===== config.mk =====
export PLATFORM = sky130hd
export DESIGN_NAME = sdt_controller_flat
export DESIGN_NICKNAME = d
export VERILOG_FILES = /design/src/sdt_pkg.sv /design/src/sdt_if.sv /design/src/sdt_controller.sv /design/src/flat_wrapper.sv
export VERILOG_INCLUDE_DIRS = /design/src
export SDC_FILE = /design/constraint.sdc
export NUM_CORES = 1
export LEC_CHECK = 0
export BUFFER_PORTS_ARGS = -buffer_cell sky130_fd_sc_hd__buf_2
export CORE_MARGIN = 5
export CORE_UTILIZATION = 50
export CTS_BUF_LIST = sky130_fd_sc_hd__clkbuf_16
export CTS_CLUSTER_SIZE = 8
export DETAILED_ROUTE_END_ITERATION = 8
export GPL_TIMING_DRIVEN = 1
export PLACE_DENSITY = 0.69
export SLEW_MARGIN = 10
export SYNTH_ARGS = -nofsm -noshare
export SYNTH_HDL_FRONTEND = slang
export SYNTH_SLANG_ARGS = --single-unit

===== constraint.sdc =====
create_clock -name clk -period 9.69 [get_ports clk]
set_input_delay 1.938 -clock clk [delete_from_list [all_inputs] [get_ports clk]]
set_output_delay 1.938 -clock clk [all_outputs]
set_load 0.05 [all_outputs]

===== src/sdt_timing_regs.svh =====
/*
  Timing constants for the command-timing pair (device end and controller
  end). Assumes a single 125 MHz command clock; times are in ps except the refresh periods (ms) and the cycle counts.
*/
`ifndef SDT_TIMING_REGS_SVH
`define SDT_TIMING_REGS_SVH

// ============================================================
// clock and conversion
`define SDT_CLK_PS 8000
`define SDT_CK_UP(ps) (((ps) + `SDT_CLK_PS - 1) / `SDT_CLK_PS)
`define SDT_CK_DN(ps) ((ps) / `SDT_CLK_PS)

// ============================================================
// refresh
`define SDT_REF_MS 64
`define SDT_REF_HOT_MS 32
`define SDT_REF_ROWS 8192
`define SDT_REFI_PS(ms) (((ms) * 64'd1000000000) / `SDT_REF_ROWS)
`define SDT_REF_WIN_PS 70300000
`define SDT_REF_WIN_CNT 9
`define SDT_MAX_POSTPONE 8
`define SDT_SLOW_CLK_PS 40000
`define SDT_REFPDEN_CK 2

// ============================================================
// write recovery and loop exit
`define SDT_WR_OFF_PS 15000
`define SDT_WR_OFF_CK 4
`define SDT_WR_START_LONG 4
`define SDT_WR_START_FIX 2
`define SDT_LOOP_EXIT_CK 10

`endif


===== src/sdt_pkg.sv =====
/*
  Types shared by both ends of the command link.
  Assumes the timing header supplies every number.
*/
package sdt_pkg;

  // ============================================================
  // command bus encoding
  typedef enum logic [3:0] {
    CMD_NOP,
    CMD_ACTIVATE,
    CMD_READ,
    CMD_READ_AP,
    CMD_WRITE,
    CMD_WRITE_AP,
    CMD_PRECHARGE,
    CMD_PRECHARGE_ALL,
    CMD_REFRESH,
    CMD_MODE_SET
  } sdt_cmd_e;

  // ============================================================
  // controller sequencer
  typedef enum logic [3:0] {
    ST_RESET,
    ST_IDLE,
    ST_RCD,
    ST_PREA,
    ST_RP,
    ST_RFC,
    ST_PDE,
    ST_PD
  } sdt_state_e;

endpackage


===== src/sdt_if.sv =====
/*
  Command link between the controller end and the device end.
  Assumes both ends run on the same clock; no clocking block.
*/
`timescale 1ns/1ps

interface sdt_if
  import sdt_pkg::*;
#(
  parameter int NB = 8
);
  logic                  cke;
  logic                  mem_reset_b;
  sdt_cmd_e              cmd;
  logic [$clog2(NB)-1:0] bank;
  logic                  chop_otf;
  logic                  strobe_win;

  modport ctrl (
    output cke,
    output mem_reset_b,
    output cmd,
    output bank,
    output chop_otf,
    input  strobe_win
  );

  modport dev (
    input  cke,
    input  mem_reset_b,
    input  cmd,
    input  bank,
    input  chop_otf,
    output strobe_win
  );
endinterface


===== src/sdt_controller.sv =====
/*
  Controller end: sequences activate, read/write, precharge, refresh
  and power-down on the command link, keeping the device's timing.
  Assumes one clock shared with the device end and a user port that
  holds a request until it is taken.
*/
`timescale 1ns/1ps
`include "sdt_timing_regs.svh"

module sdt_controller
  import sdt_pkg::*;
#(
  parameter int NB           = 8,
  parameter int RAS_PS       = 35000,
  parameter int RFC_PS       = 260000,
  parameter int RP_PS        = 13750,
  parameter int RCD_PS       = 13750,
  parameter int WR_PS        = 15000,
  parameter int LOOP_EXIT_PS = 24000,
  parameter int RST_HOLD_CK  = 16,
  parameter int REF_WIN_CK   = `SDT_CK_DN(`SDT_REF_WIN_PS)
)(
  input  wire logic                  clk,
  input  wire logic                  rst_b,
  sdt_if.ctrl                        link,
  input  wire logic                  req_valid,
  input  wire logic                  req_write,
  input  wire logic [$clog2(NB)-1:0] req_bank,
  input  wire logic                  req_chop,
  input  wire logic                  req_autopre,
  output logic                       req_ready,
  input  wire logic [3:0]            write_latency_cycles,
  input  wire logic                  chop_fixed,
  input  wire logic                  loop_off,
  input  wire logic                  latency_change,
  input  wire logic                  hot,
  input  wire logic                  pd_req,
  output logic                       in_powerdown,
  output logic      [3:0]            refresh_debt
);

  // ============================================================
  // cycle counts
  localparam logic [15:0] RAS_CK = 16'(`SDT_CK_UP(RAS_PS));
  localparam logic [15:0] RFC_CK = 16'(`SDT_CK_UP(RFC_PS));
  localparam logic [15:0] RP_CK  = 16'(`SDT_CK_UP(RP_PS));
  localparam logic [15:0] RCD_CK = 16'(`SDT_CK_UP(RCD_PS));
  localparam logic [15:0] WR_CK  = 16'(`SDT_CK_UP(WR_PS));
  localparam logic [15:0] WR_OFF_UP = 16'(`SDT_CK_UP(`SDT_WR_OFF_PS));
  localparam logic [15:0] WR_OFF_CK = (WR_OFF_UP > 16'(`SDT_WR_OFF_CK)) ?
                                      WR_OFF_UP : 16'(`SDT_WR_OFF_CK);
  localparam logic [15:0] LX_UP  = 16'(`SDT_CK_UP(LOOP_EXIT_PS));
  localparam logic [15:0] LX_CK  = (LX_UP > 16'(`SDT_LOOP_EXIT_CK)) ?
                                   LX_UP : 16'(`SDT_LOOP_EXIT_CK);
  localparam logic [15:0] REFI_CK =
    16'(`SDT_CK_DN(`SDT_REFI_PS(`SDT_REF_MS)));
  localparam logic [15:0] REFI_HOT_CK =
    16'(`SDT_CK_DN(`SDT_REFI_PS(`SDT_REF_HOT_MS)));
  localparam logic [15:0] WIN_CK = 16'(REF_WIN_CK);
  localparam logic [15:0] SLOT_CK = RFC_CK + RP_CK + 16'h0002;
  localparam logic SLOW_CLK = (`SDT_CLK_PS > `SDT_SLOW_CLK_PS);

  sdt_state_e  state;
  logic [15:0] wait_cnt;
  logic        rstb_reg;
  logic        cke_reg;
  sdt_cmd_e    cmd_reg;
  logic [$clog2(NB)-1:0] bank_reg;
  logic        chop_reg;
  logic        pend_write;
  logic        pend_ap;
  logic [NB-1:0] open;
  logic [NB-1:0] ap_pend;
  logic [15:0] ras_cnt [NB];
  logic [15:0] wr_cnt  [NB];
  logic [15:0] refi_cnt;
  logic [15:0] win_cnt;
  logic [3:0]  ref_in_win;
  logic [15:0] exit_cnt;
  logic [15:0] pd_gap;
  logic        gate_ok;
  logic        any_open;
  logic        win_force;
  logic        ref_due;
  logic        take;
  logic        pd_exit;
  logic        ref_issued;
  logic [15:0] wr_len;
  logic [15:0] need;

  assign link.cke         = cke_reg;
  assign link.mem_reset_b = rstb_reg;
  assign link.cmd         = cmd_reg;
  assign link.bank        = bank_reg;
  assign link.chop_otf    = chop_reg;

  assign ref_issued = (cmd_reg == CMD_REFRESH);
  assign wr_len = 16'(write_latency_cycles) +
                  (chop_fixed ? 16'(`SDT_WR_START_FIX) :
                   16'(`SDT_WR_START_LONG)) +
                  (loop_off ? WR_OFF_CK : WR_CK);
  assign need = 16'(`SDT_REF_WIN_CNT) - {12'h000, ref_in_win};
  assign win_force = (ref_in_win < 4'(`SDT_REF_WIN_CNT)) &&
                     ((WIN_CK - win_cnt) <= 16'(need * SLOT_CK));
  assign ref_due = win_force ||
                   (refresh_debt >= 4'(`SDT_MAX_POSTPONE)) ||
                   (refresh_debt != 4'h0 && !req_valid);
  assign take = (state == ST_IDLE) && req_valid && req_ready &&
                !latency_change;
  // a due window refresh must wake the part as well
  assign pd_exit = (state == ST_PD) &&
                   (!pd_req || refresh_debt != 4'h0 || win_force);

  always_comb begin
    gate_ok  = 1'b1;
    any_open = 1'b0;
    for (int b = 0; b < NB; b++) begin
      any_open = any_open | open[b];
      if (wr_cnt[b] != 16'h0000 || (open[b] && ras_cnt[b] < RAS_CK))
        gate_ok = 1'b0;
    end
  end

  // ============================================================
  // sequencer
  always_ff @(posedge clk or negedge rst_b) begin
    if (!rst_b) begin
      state      <= ST_RESET;
      wait_cnt   <= 16'(RST_HOLD_CK);
      rstb_reg   <= 1'b0;
      cke_reg    <= 1'b0;
      in_powerdown <= 1'b1;
      cmd_reg    <= CMD_NOP;
      bank_reg   <= '0;
      chop_reg   <= 1'b0;
      pend_write <= 1'b0;
      pend_ap    <= 1'b0;
      req_ready  <= 1'b0;
    end else begin
      cmd_reg   <= CMD_NOP;
      req_ready <= (state == ST_IDLE) && !take && !ref_due && !pd_req &&
                   exit_cnt <= 16'h0001 && !latency_change;
      if (wait_cnt != 16'h0000)
        wait_cnt <= wait_cnt - 16'h0001;
      case (state)
        ST_RESET: if (wait_cnt == 16'h0000) begin
          rstb_reg <= 1'b1;
          cke_reg  <= 1'b1;
          in_powerdown <= 1'b0;
          state    <= ST_IDLE;
        end
        ST_IDLE: if (take) begin
          bank_reg   <= req_bank;
          chop_reg   <= req_chop;
          pend_write <= req_write;
          pend_ap    <= req_autopre;
          if (open[req_bank]) begin
            cmd_reg <= req_write ?
                       (req_autopre ? CMD_WRITE_AP : CMD_WRITE) :
                       (req_autopre ? CMD_READ_AP : CMD_READ);
          end else begin
            cmd_reg  <= CMD_ACTIVATE;
            wait_cnt <= RCD_CK - 16'h0001;
            state    <= ST_RCD;
          end
        end else if (ref_due) begin
          if (any_open) begin
            state <= ST_PREA;
          end else begin
            cmd_reg  <= CMD_REFRESH;
            wait_cnt <= RFC_CK;
            state    <= ST_RFC;
          end
        end else if (pd_req) begin
          state <= any_open ? ST_PREA : ST_PDE;
        end
        ST_RCD: if (wait_cnt == 16'h0000) begin
          cmd_reg <= pend_write ?
                     (pend_ap ? CMD_WRITE_AP : CMD_WRITE) :
                     (pend_ap ? CMD_READ_AP : CMD_READ);
          state   <= ST_IDLE;
        end
        ST_PREA: if (gate_ok) begin
          cmd_reg  <= CMD_PRECHARGE_ALL;
          wait_cnt <= RP_CK - 16'h0001;
          state    <= ST_RP;
        end
        ST_RP: if (wait_cnt == 16'h0000)
          state <= ST_IDLE;
        // wait_cnt starts at the full count, so one NOP always follows
        ST_RFC: if (wait_cnt == 16'h0000) begin
          if (SLOW_CLK) begin
            cmd_reg  <= CMD_PRECHARGE_ALL;
            wait_cnt <= RP_CK - 16'h0001;
            state    <= ST_RP;
          end else begin
            state <= ST_IDLE;
          end
        end
        ST_PDE: if (ref_due || !pd_req) begin
          state <= ST_IDLE;
        end else if (pd_gap == 16'h0000 && gate_ok) begin
          cke_reg <= 1'b0;
          in_powerdown <= 1'b1;
          state   <= ST_PD;
        end
        ST_PD: if (pd_exit) begin
          cke_reg <= 1'b1;
          in_powerdown <= 1'b0;
          state   <= ST_IDLE;
        end
        default: state <= ST_IDLE;
      endcase
    end
  end

  // ============================================================
  // bank tracking, mirrors the device's auto precharge
  always_ff @(posedge clk or negedge rst_b) begin
    if (!rst_b) begin
      open    <= '0;
      ap_pend <= '0;
      for (int b = 0; b < NB; b++) begin
        ras_cnt[b] <= 16'h0000;
        wr_cnt[b]  <= 16'h0000;
      end
    end else begin
      for (int b = 0; b < NB; b++) begin
        if (ras_cnt[b] != 16'hffff)
          ras_cnt[b] <= ras_cnt[b] + 16'h0001;
        if (wr_cnt[b] != 16'h0000)
          wr_cnt[b] <= wr_cnt[b] - 16'h0001;
        if (ap_pend[b] && ras_cnt[b] >= RAS_CK &&
            wr_cnt[b] == 16'h0000) begin
          ap_pend[b] <= 1'b0;
          open[b]    <= 1'b0;
        end
      end
      case (cmd_reg)
        CMD_ACTIVATE: begin
          open[bank_reg]    <= 1'b1;
          ras_cnt[bank_reg] <= 16'h0000;
        end
        CMD_READ_AP:
          ap_pend[bank_reg] <= 1'b1;
        CMD_WRITE:
          wr_cnt[bank_reg] <= wr_len;
        CMD_WRITE_AP: begin
          wr_cnt[bank_reg]  <= wr_len;
          ap_pend[bank_reg] <= 1'b1;
        end
        CMD_PRECHARGE_ALL:
          open <= '0;
        default: ;
      endcase
    end
  end

  // ============================================================
  // refresh debt and fixed window, restarted every WIN_CK cycles
  always_ff @(posedge clk or negedge rst_b) begin
    if (!rst_b) begin
      refi_cnt     <= 16'h0000;
      refresh_debt <= 4'h0;
      win_cnt      <= 16'h0000;
      ref_in_win   <= 4'h0;
    end else begin
      // a hot part needs twice the rate
      if (refi_cnt >= (hot ? REFI_HOT_CK : REFI_CK) - 16'h0001) begin
        refi_cnt <= 16'h0000;
        if (!ref_issued && refresh_debt != 4'hf)
          refresh_debt <= refresh_debt + 4'h1;
      end else begin
        refi_cnt <= refi_cnt + 16'h0001;
        if (ref_issued && refresh_debt != 4'h0)
          refresh_debt <= refresh_debt - 4'h1;
      end
      if (win_cnt >= WIN_CK - 16'h0001) begin
        win_cnt    <= 16'h0000;
        ref_in_win <= 4'h0;
      end else begin
        win_cnt <= win_cnt + 16'h0001;
        if (ref_issued && ref_in_win != 4'hf)
          ref_in_win <= ref_in_win + 4'h1;
      end
    end
  end

  // ============================================================
  // loop exit and refresh-to-power-down timers
  always_ff @(posedge clk or negedge rst_b) begin
    if (!rst_b) begin
      exit_cnt <= 16'h0000;
      pd_gap   <= 16'h0000;
    end else begin
      if (latency_change)
        exit_cnt <= LX_CK;
      else if (pd_exit && loop_off)
        exit_cnt <= LX_CK;
      else if (exit_cnt != 16'h0000)
        exit_cnt <= exit_cnt - 16'h0001;
      // with the loop off the gap also covers the loop exit time
      if (ref_issued)
        pd_gap <= loop_off ? LX_CK :
                  16'(`SDT_REFPDEN_CK);
      else if (pd_gap != 16'h0000)
        pd_gap <= pd_gap - 16'h0001;
    end
  end

endmodule


===== src/flat_wrapper.sv =====
// flat-port wrapper written by rule: the top's interface ports become plain ports
module sdt_controller_flat import sdt_pkg::*;
#(
  parameter int NB           = 8,
  parameter int RAS_PS       = 35000,
  parameter int RFC_PS       = 260000,
  parameter int RP_PS        = 13750,
  parameter int RCD_PS       = 13750,
  parameter int WR_PS        = 15000,
  parameter int LOOP_EXIT_PS = 24000,
  parameter int RST_HOLD_CK  = 16,
  parameter int REF_WIN_CK   = `SDT_CK_DN(`SDT_REF_WIN_PS)
)
  (clk, rst_b, req_valid, req_write, req_bank, req_chop, req_autopre, req_ready, write_latency_cycles, chop_fixed, loop_off, latency_change, hot, pd_req, in_powerdown, refresh_debt, link_cke, link_mem_reset_b, link_cmd, link_bank, link_chop_otf, link_strobe_win);
  sdt_if #(.NB(NB)) link_i ();
  input  wire logic clk;
  input  wire logic rst_b;
  input  wire logic req_valid;
  input  wire logic req_write;
  input  wire logic [$clog2(NB)-1:0] req_bank;
  input  wire logic req_chop;
  input  wire logic req_autopre;
  output logic req_ready;
  input  wire logic [3:0] write_latency_cycles;
  input  wire logic chop_fixed;
  input  wire logic loop_off;
  input  wire logic latency_change;
  input  wire logic hot;
  input  wire logic pd_req;
  output logic in_powerdown;
  output logic      [3:0] refresh_debt;
  output wire logic [$bits(link_i.cke)-1:0] link_cke;
  output wire logic [$bits(link_i.mem_reset_b)-1:0] link_mem_reset_b;
  output wire logic [$bits(link_i.cmd)-1:0] link_cmd;
  output wire logic [$bits(link_i.bank)-1:0] link_bank;
  output wire logic [$bits(link_i.chop_otf)-1:0] link_chop_otf;
  input wire logic [$bits(link_i.strobe_win)-1:0] link_strobe_win;
  assign link_cke = link_i.cke;
  assign link_mem_reset_b = link_i.mem_reset_b;
  assign link_cmd = link_i.cmd;
  assign link_bank = link_i.bank;
  assign link_chop_otf = link_i.chop_otf;
  assign link_i.strobe_win = link_strobe_win;
  sdt_controller #(.NB(NB), .RAS_PS(RAS_PS), .RFC_PS(RFC_PS), .RP_PS(RP_PS), .RCD_PS(RCD_PS), .WR_PS(WR_PS), .LOOP_EXIT_PS(LOOP_EXIT_PS), .RST_HOLD_CK(RST_HOLD_CK), .REF_WIN_CK(REF_WIN_CK)) u_core (.clk(clk), .rst_b(rst_b), .link(link_i), .req_valid(req_valid), .req_write(req_write), .req_bank(req_bank), .req_chop(req_chop), .req_autopre(req_autopre), .req_ready(req_ready), .write_latency_cycles(write_latency_cycles), .chop_fixed(chop_fixed), .loop_off(loop_off), .latency_change(latency_change), .hot(hot), .pd_req(pd_req), .in_powerdown(in_powerdown), .refresh_debt(refresh_debt));
endmodule

# Word-level counts from Yosys, hierarchy flattened
# Cells that the tools add are included.
[classes] n_reduce_logical=97 n_mux=109 n_mul=1 magnitude_cmp=27 n_bitwise=12 add_sub_neg=29 eq_ne=33
[ops] operator="2-to-1 mux 16 bit" n=30
[ops] operator="2-to-1 mux 128 bit" n=2
[ops] operator="subtractor 16 x 1 -> 16 bit (second input constant)" n=12
[ops] operator="nonzero test 16 bit" n=11
[ops] operator="adder 16 x 1 -> 16 bit (second input constant)" n=10
[ops] operator="zero test 16 bit" n=10
[ops] operator="AND 128 bit" n=1
[ops] operator="bitwise mux 128 bit" n=1
[ops] operator=">= comparator 16 x 3 -> 1 bit (second input constant)" n=8
[ops] operator="< comparator 16 x 3 -> 1 bit (second input constant)" n=8
[ops] operator="inequality test 16 bit (second input constant)" n=8
[ops] operator="inverter 128 bit" n=1
[ops] operator="2-to-1 mux 4 bit" n=22
[ops] operator="demux 16 bit (select 3 bit)" n=1
[ops] operator="logical AND 1 bit" n=42
[ops] operator="2-to-1 mux 1 bit" n=38
[ops] operator="case mux 16 bit (2 select lines)" n=1
[ops] operator="equality test 4 x 3 -> 1 bit (second input constant)" n=7
[ops] operator="case mux 4 bit (5 select lines)" n=1
[ops] operator="adder 16 bit" n=1
[ops] operator="adder 4 x 16 -> 16 bit" n=1
[ops] operator=">= comparator 16 x 14 -> 1 bit (second input constant)" n=1
[ops] operator=">= comparator 16 bit" n=1
[ops] operator="<= comparator 16 x 1 -> 1 bit (second input constant)" n=1
[ops] operator="other kinds (42)" n=89
[totals] output_inout_bits=16 input_bits=19 reg_bits=378 elab_cells=343

# Longest topological paths before layout
[depth] depth_word=15 mapped_depth=24 ltp_nobuf=22

# Worst setup path before layout
# No wires, ideal clock.
[synth_path] path_type="register -> register" startpoint="register u_core.ref_in_win[1]" endpoint="register u_core.cke_reg, in the netlist u_core.link.cke" setup_time_ns=0.135 path_buffers=1 stages_incl_launch_ff=22 arrival_time_ns=5.141 required_time_ns=9.555 period_less_slack_ns=5.275 setup_slack_ns=4.415 path_cell_list="dfrtp_1 clkbuf_1 inv_1 ha_1 ha_1 ha_1 ha_1 ha_1 fa_1 a21oi_1 nor2_1 nor2_1 nor2b_1 o21ai_0 xnor2_1 ha_1 nand4_1 a2111oi_0 o31ai_1 or3b_2 o31ai_1 nand3_1"
[synth_via] elab_chain_cells=9 elab_cells_between_ends=13 classes_between="1 x add/sub; 1 x mul; 2 x order compare; 2 x eq/ne; 7 x reduce/logical"
[synth_rtl] element="start: declaration" line="sdt_controller.sv:78" rtl="logic [3:0] ref_in_win;"
[synth_rtl] element="start signal: assignment" line="sdt_controller.sv:284" rtl="ref_in_win <= ref_in_win + 4'h1;"
[synth_rtl] element="subtractor 4 x 4 -> 5 bit" line="sdt_controller.sv:102" rtl="assign need = 16'(`SDT_REF_WIN_CNT) - {12'h000, ref_in_win};"
[synth_rtl] element="multiplier 16 x 6 -> 16 bit" line="sdt_controller.sv:104" rtl="((WIN_CK - win_cnt) <= 16'(need * SLOT_CK));"
[synth_rtl] element="<= comparator 16 bit" line="sdt_controller.sv:104"
[synth_rtl] element="logical AND 1 bit (*)" line="sdt_controller.sv:103" rtl="assign win_force = (ref_in_win < 4'(`SDT_REF_WIN_CNT)) &&"
[synth_rtl] element="logical OR 1 bit (2 in series)" line="sdt_controller.sv:105" rtl="assign ref_due = win_force ||"
[synth_rtl] element="logical OR 1 bit" line="sdt_controller.sv:200" rtl="ST_PDE: if (ref_due || !pd_req) begin"
[synth_rtl] element="inequality test 2 bit (no line)"
[synth_rtl] element="AND reduction 5 bit (no line) (*)"
[synth_rtl] element="end signal: assignment" line="sdt_controller.sv:131" rtl="cke_reg <= 1'b0;"
[synth_rtl] element="end signal: assignment" line="sdt_controller.sv:203" rtl="cke_reg <= 1'b0;"
[synth_rtl] element="end signal: assignment" line="sdt_controller.sv:208" rtl="cke_reg <= 1'b1;"
[synth_rtl] element="end: declaration" line="sdt_controller.sv:66" rtl="logic cke_reg;"
# Mark *: on every way between the ends. The rest lies on a longest branch, timed or not.
# A chain may end at the register's enable or synchronous reset.

# Worst setup path in the final report
[layout_path] startpoint="register u_core.ref_in_win[1]" endpoint="register u_core.wait_cnt[1]"
[layout_via] elab_chain_cells=9 elab_cells_between_ends=10 classes_between="1 x add/sub; 1 x mul; 2 x order compare; 3 x mux; 3 x reduce/logical"
[layout_rtl] element="subtractor 4 x 4 -> 5 bit" line="sdt_controller.sv:102"
[layout_rtl] element="multiplier 16 x 6 -> 16 bit" line="sdt_controller.sv:104"
[layout_rtl] element="<= comparator 16 bit" line="sdt_controller.sv:104"
[layout_rtl] element="logical AND 1 bit (*)" line="sdt_controller.sv:103"
[layout_rtl] element="logical OR 1 bit (*) (2 in series)" line="sdt_controller.sv:105"
[layout_rtl] element="2-to-1 mux 16 bit (*)" line="sdt_controller.sv:166" rtl="end else if (ref_due) begin"
[layout_rtl] element="2-to-1 mux 16 bit (*)" line="sdt_controller.sv:152" rtl="ST_IDLE: if (take) begin"
[layout_rtl] element="case mux 16 bit (2 select lines) (*)" line="sdt_controller.sv:145" rtl="case (state)"
[layout_rtl] element="end signal: assignment" line="sdt_controller.sv:144" rtl="wait_cnt <= wait_cnt - 16'h0001;"
[layout_rtl] element="end signal: assignment" line="sdt_controller.sv:163" rtl="wait_cnt <= RCD_CK - 16'h0001;"
[layout_rtl] element="end signal: assignment" line="sdt_controller.sv:185" rtl="wait_cnt <= RP_CK - 16'h0001;"
[layout_rtl] element="end: declaration" line="sdt_controller.sv:64" rtl="logic [15:0] wait_cnt;"
# Marked as above.

==> results.yml <==
hold_path:
  hold_path_class: "reg -> reg"
power:
  p_sw_share_pct: 36.4
  p_leak_nw: 10.4
  vdd_drop_max_mv: 0.260
  clkPwrFrac_pct: 28.3
  switchingPower_w: 0.00211
  power_w: 0.00580
  combPwrFrac_pct: 37.6
  power_density_nw_per_um2: 255
  power_frac_seq_pct: 34.1
  p_int_w: 0.00369
placement:
  dp.cells: 2736
  hpwl_um: 29600
  io_buffers: 33
  dp_slack_ns: 3.66
  place.gp.congestion: 0.857
yosys:
  yosys_warnings: 0
  ys_top_cells_by_area: "dfrtp_1 (46%), nor2_1 (6.1%), xnor2_1 (5.4%), xor2_1 (5.0%), ha_1 (4.9%)"
  ys_seq_elements: 377
  ys_types: 79
  yosys.area.top_type: "dfrtp_1"
  synth_top_area_share_pct: 45.6
  synthFlopType: "dfrtp_1"
  synth-edff-count: 0
  ys_async_sr_fraction_pct: 100
  yosysSeqAreaShare_pct: 45.9
  syn_area_um2: 20600
  avgSynthCellArea_um2: 9.29
  syn_inst: 2215
setup_path:
  worst-path-stages: 22
  cp_slowest_cell: "nor2_1"
  cp-end-kind: "flop"
  crit_fanout: 15
  regToRegStartpoint: "u_core.ref_in_win[1]"
  critPathCapture: "u_core.wait_cnt[1]"
  crit_top_cell: "ha_1"
  cp-startpoint: "u_core.ref_in_win[1]"
  cp_data_required_time_ns: 10.09
  reg2regPathDepth: 22
  crit_family: "adder cells"
  worstPathArrival_ns: 6.57
  crit_chain: "inv_1, ha_1, ha_1, ha_1, ha_1, ha_1, fa_1, a21oi_1, nor2_1, nor2_1, nor2b_1, o21ai_0, xnor2_1, ha_1, nand4_1, nor4_1, a21oi_1, o31ai_1, buf_4, a21oi_1, nor2_1, a2111oi_0"
  cp-start-kind: "flop"
  slowest_delay_ns: 0.77
  criticalPathCategory: "reg -> reg"
  critPathBufInv: 2
  rr_endpoint: "u_core.wait_cnt[1]"
  ff2ff_setup_slack_ns: 3.52
timing:
  rsz0062_at_grt: "no"
  worst-slew-pin-transition_ns: 1.13
  fin_crit_ns: 6.17
  relSlewSlack_pct: 24.2
  setup_tns_ns: 0
  skew_ns: 0.0288
  period_share_pct: 63.6
  finalSetupViolCount: 0
  layout_setup_ws_ns: 3.52
  final_max_slew_viol_count: 0
  hold_viol: 0
  max_freq_mhz: 162
clock_tree:
  cts-root-buf: "clkbuf_16"
  clock_latency_ns: 0.60
  cts_tree: "built"
  post_cts_resized: 0
  cts_setup_buffers: 0
  clock_sinks: 377
  clock_tree.buffer_depth: 3
  htreeDepth: 2
  cts_hold_buffers: 0
  cts.clk_slew.worst_paths_ns: 0.05
  cts_buffers: 53
die:
  ioPinCount: 35
  die_h_um: 213
  initial_core_util_pct: 50.5
  fp.dieW_um: 213
  dieArea_um2: 45300
  core-area_um2: 40700
  fp-row-count: 74
global_routing:
  grt.total_usage_pct: 19.3
  use_met1_pct: 27.0
  grt.busiest_layer: "met2"
  antenna_found_initial: 0
  grt_remaining_overflow: 0
  grt_pass1_vias: 15400
  grt_pass1_wl_um: 74000
  use_met3_pct: 3.03
  grt_start_max_net_pins: 174
  grtUsageMet2_pct: 31.3
layout:
  multi_input_area_um2: 10600
  drive_gt1_share_pct: 6.13
  instances_no_fill: 2815
  seq_area_um2: 9440
  reg_top3: "u_core.ras_cnt: 128 flops, u_core.wr_cnt: 128 flops"
  diodes: 0
  syn2layout_area_growth_pct: 10.7
  fin_nets: 2363
  n_fill_cell: 3630
drt:
  post_drt_wl_per_cell_um: 15.3
  drc_errors: 0
  vias: 15800
  first_iter_violations: 883
  ant_nets: 0
  dr.pass1.iters: 6
  viasPerCell: 5.62
  routed_wl_um: 43200
status:
  status: "finished, final reports clean"
job:
  cap_violations: 0
cell type report:
| class | instances | area share [%] |
|---|---|---|
| flip-flops and latches | 377 | 41.4 |
| well taps | 532 | 2.92 |
| repair buffers | 48 | 1.32 |
| inverters | 90 | 1.48 |
| clock buffers | 53 | 5.82 |
| multi-input cells | 1689 | 46.5 |
| clock inverters | 26 | 0.566 |
cells by family (layout without fill, tap and decap cells):
logic type / count (synthesis) / count (layout) / share of synthesized area [%]
muxes: 36 / 36 / 1.96
buffers and inverters: 155 / 217 / 2.85
other: 1 / 7 / 0.0182
DFF: 377 / 377 / 45.9
AOI/OAI and AO/OA: 287 / 287 / 8.33
xor gates and xnor gates: 245 / 245 / 10.4
and+or+nand+nor: 1029 / 1029 / 25.2
adders and majority gates: 85 / 85 / 5.35
placed cells by master, fill, tap and decap left out, drive strengths merged, types with 16 or more instances in the layout:
master,n
or4,19
clkbuf,53
nand2,160
buf,48
inv,115
and3,23
xnor2,127
dfrtp,375
and2,17
nand4,48
mux2i,20
xor2,118
o21ai,82
nand2b,17
nor2b,17
nor2,336
nand3b,16
nand3,81
nor4,68
ha,80
or3,55
a21oi,111
nor3,117
layer usage:
| metal | vias up | wire length, µm |
|---|---|---|
| li1 | 7828 | - |
| met1 | 7705 | 20400 |
| met2 | 226 | 20300 |
| met3 | 53 | 1620 |
| met4 | 0 | 791 |
| met5 | - | 0 |
worst min path at each step:
| stage | from | to | slack, ns | cells past startpoint |
|---|---|---|---|---|
| after global placement | u_core.ap_pend[0] | u_core.ap_pend[0] | 0.46 | 2 |
| after detailed placement | u_core.ap_pend[0] | u_core.ap_pend[0] | 0.47 | 2 |
| after CTS | u_core.ap_pend[0] | u_core.ap_pend[0] | 0.48 | 2 |
| after global routing | u_core.link.mem_reset_b | u_core.link.mem_reset_b | 0.50 | 1 |
| final | u_core.ap_pend[0] | u_core.ap_pend[0] | 0.48 | 2 |
| after floorplan | u_core.ap_pend[2] | u_core.ap_pend[2] | 0.44 | 2 |
through the flow:
stage / util (%) / cell area (µm²) / hold WS [ns]
3_3_place_gp: 52.3 / 21300 / 0.461
2_1_floorplan: - / 20600 / 0.444
4_1_cts: 55.9 / 22800 / 0.482
5_1_grt: 55.9 / 22800 / 0.498
6_report: 55.9 / 22800 / 0.482
3_5_place_dp: 52.3 / 21300 / 0.470
synth_stat cells, types with 10 or more instances:
cell type  instances
mux2i_1           20
clkbuf_1          60
inv_1             90
nand3_1           81
and3_1            23
xnor2_1          127
nor4b_1           11
and2_1            16
nand4_1           47
ha_1              80
nor2b_1           17
dfrtp_1          375
a211oi_1          10
nor2_1           335
or4_1             18
a31oi_1           14
xor2_1           118
nor3_1           116
nor4_1            67
or3_1             54
o21ai_0           80
a21oi_1          111
and4_1            10
nand2_1          160
nand3b_1          16
mux2_2            14
nand2b_1          17
power by group through the flow:
stage          Combinational [W]  Clock, W  Sequential [W]
4_1_cts                  0.00220   0.00169         0.00197
6_report                 0.00218   0.00164         0.00198
2_1_floorplan            0.00175         0         0.00199
3_5_place_dp             0.00220         0         0.00200
5_1_grt                  0.00250   0.00176         0.00200
3_3_place_gp             0.00211         0         0.00199
worst min-delay path, stage by stage (launching register included):
cell and delay (ns):
dfrtp_1 0.34, nand2_1 0.05, o21ai_0 0.06
Note: power is estimated with default switching activity, not from simulation.
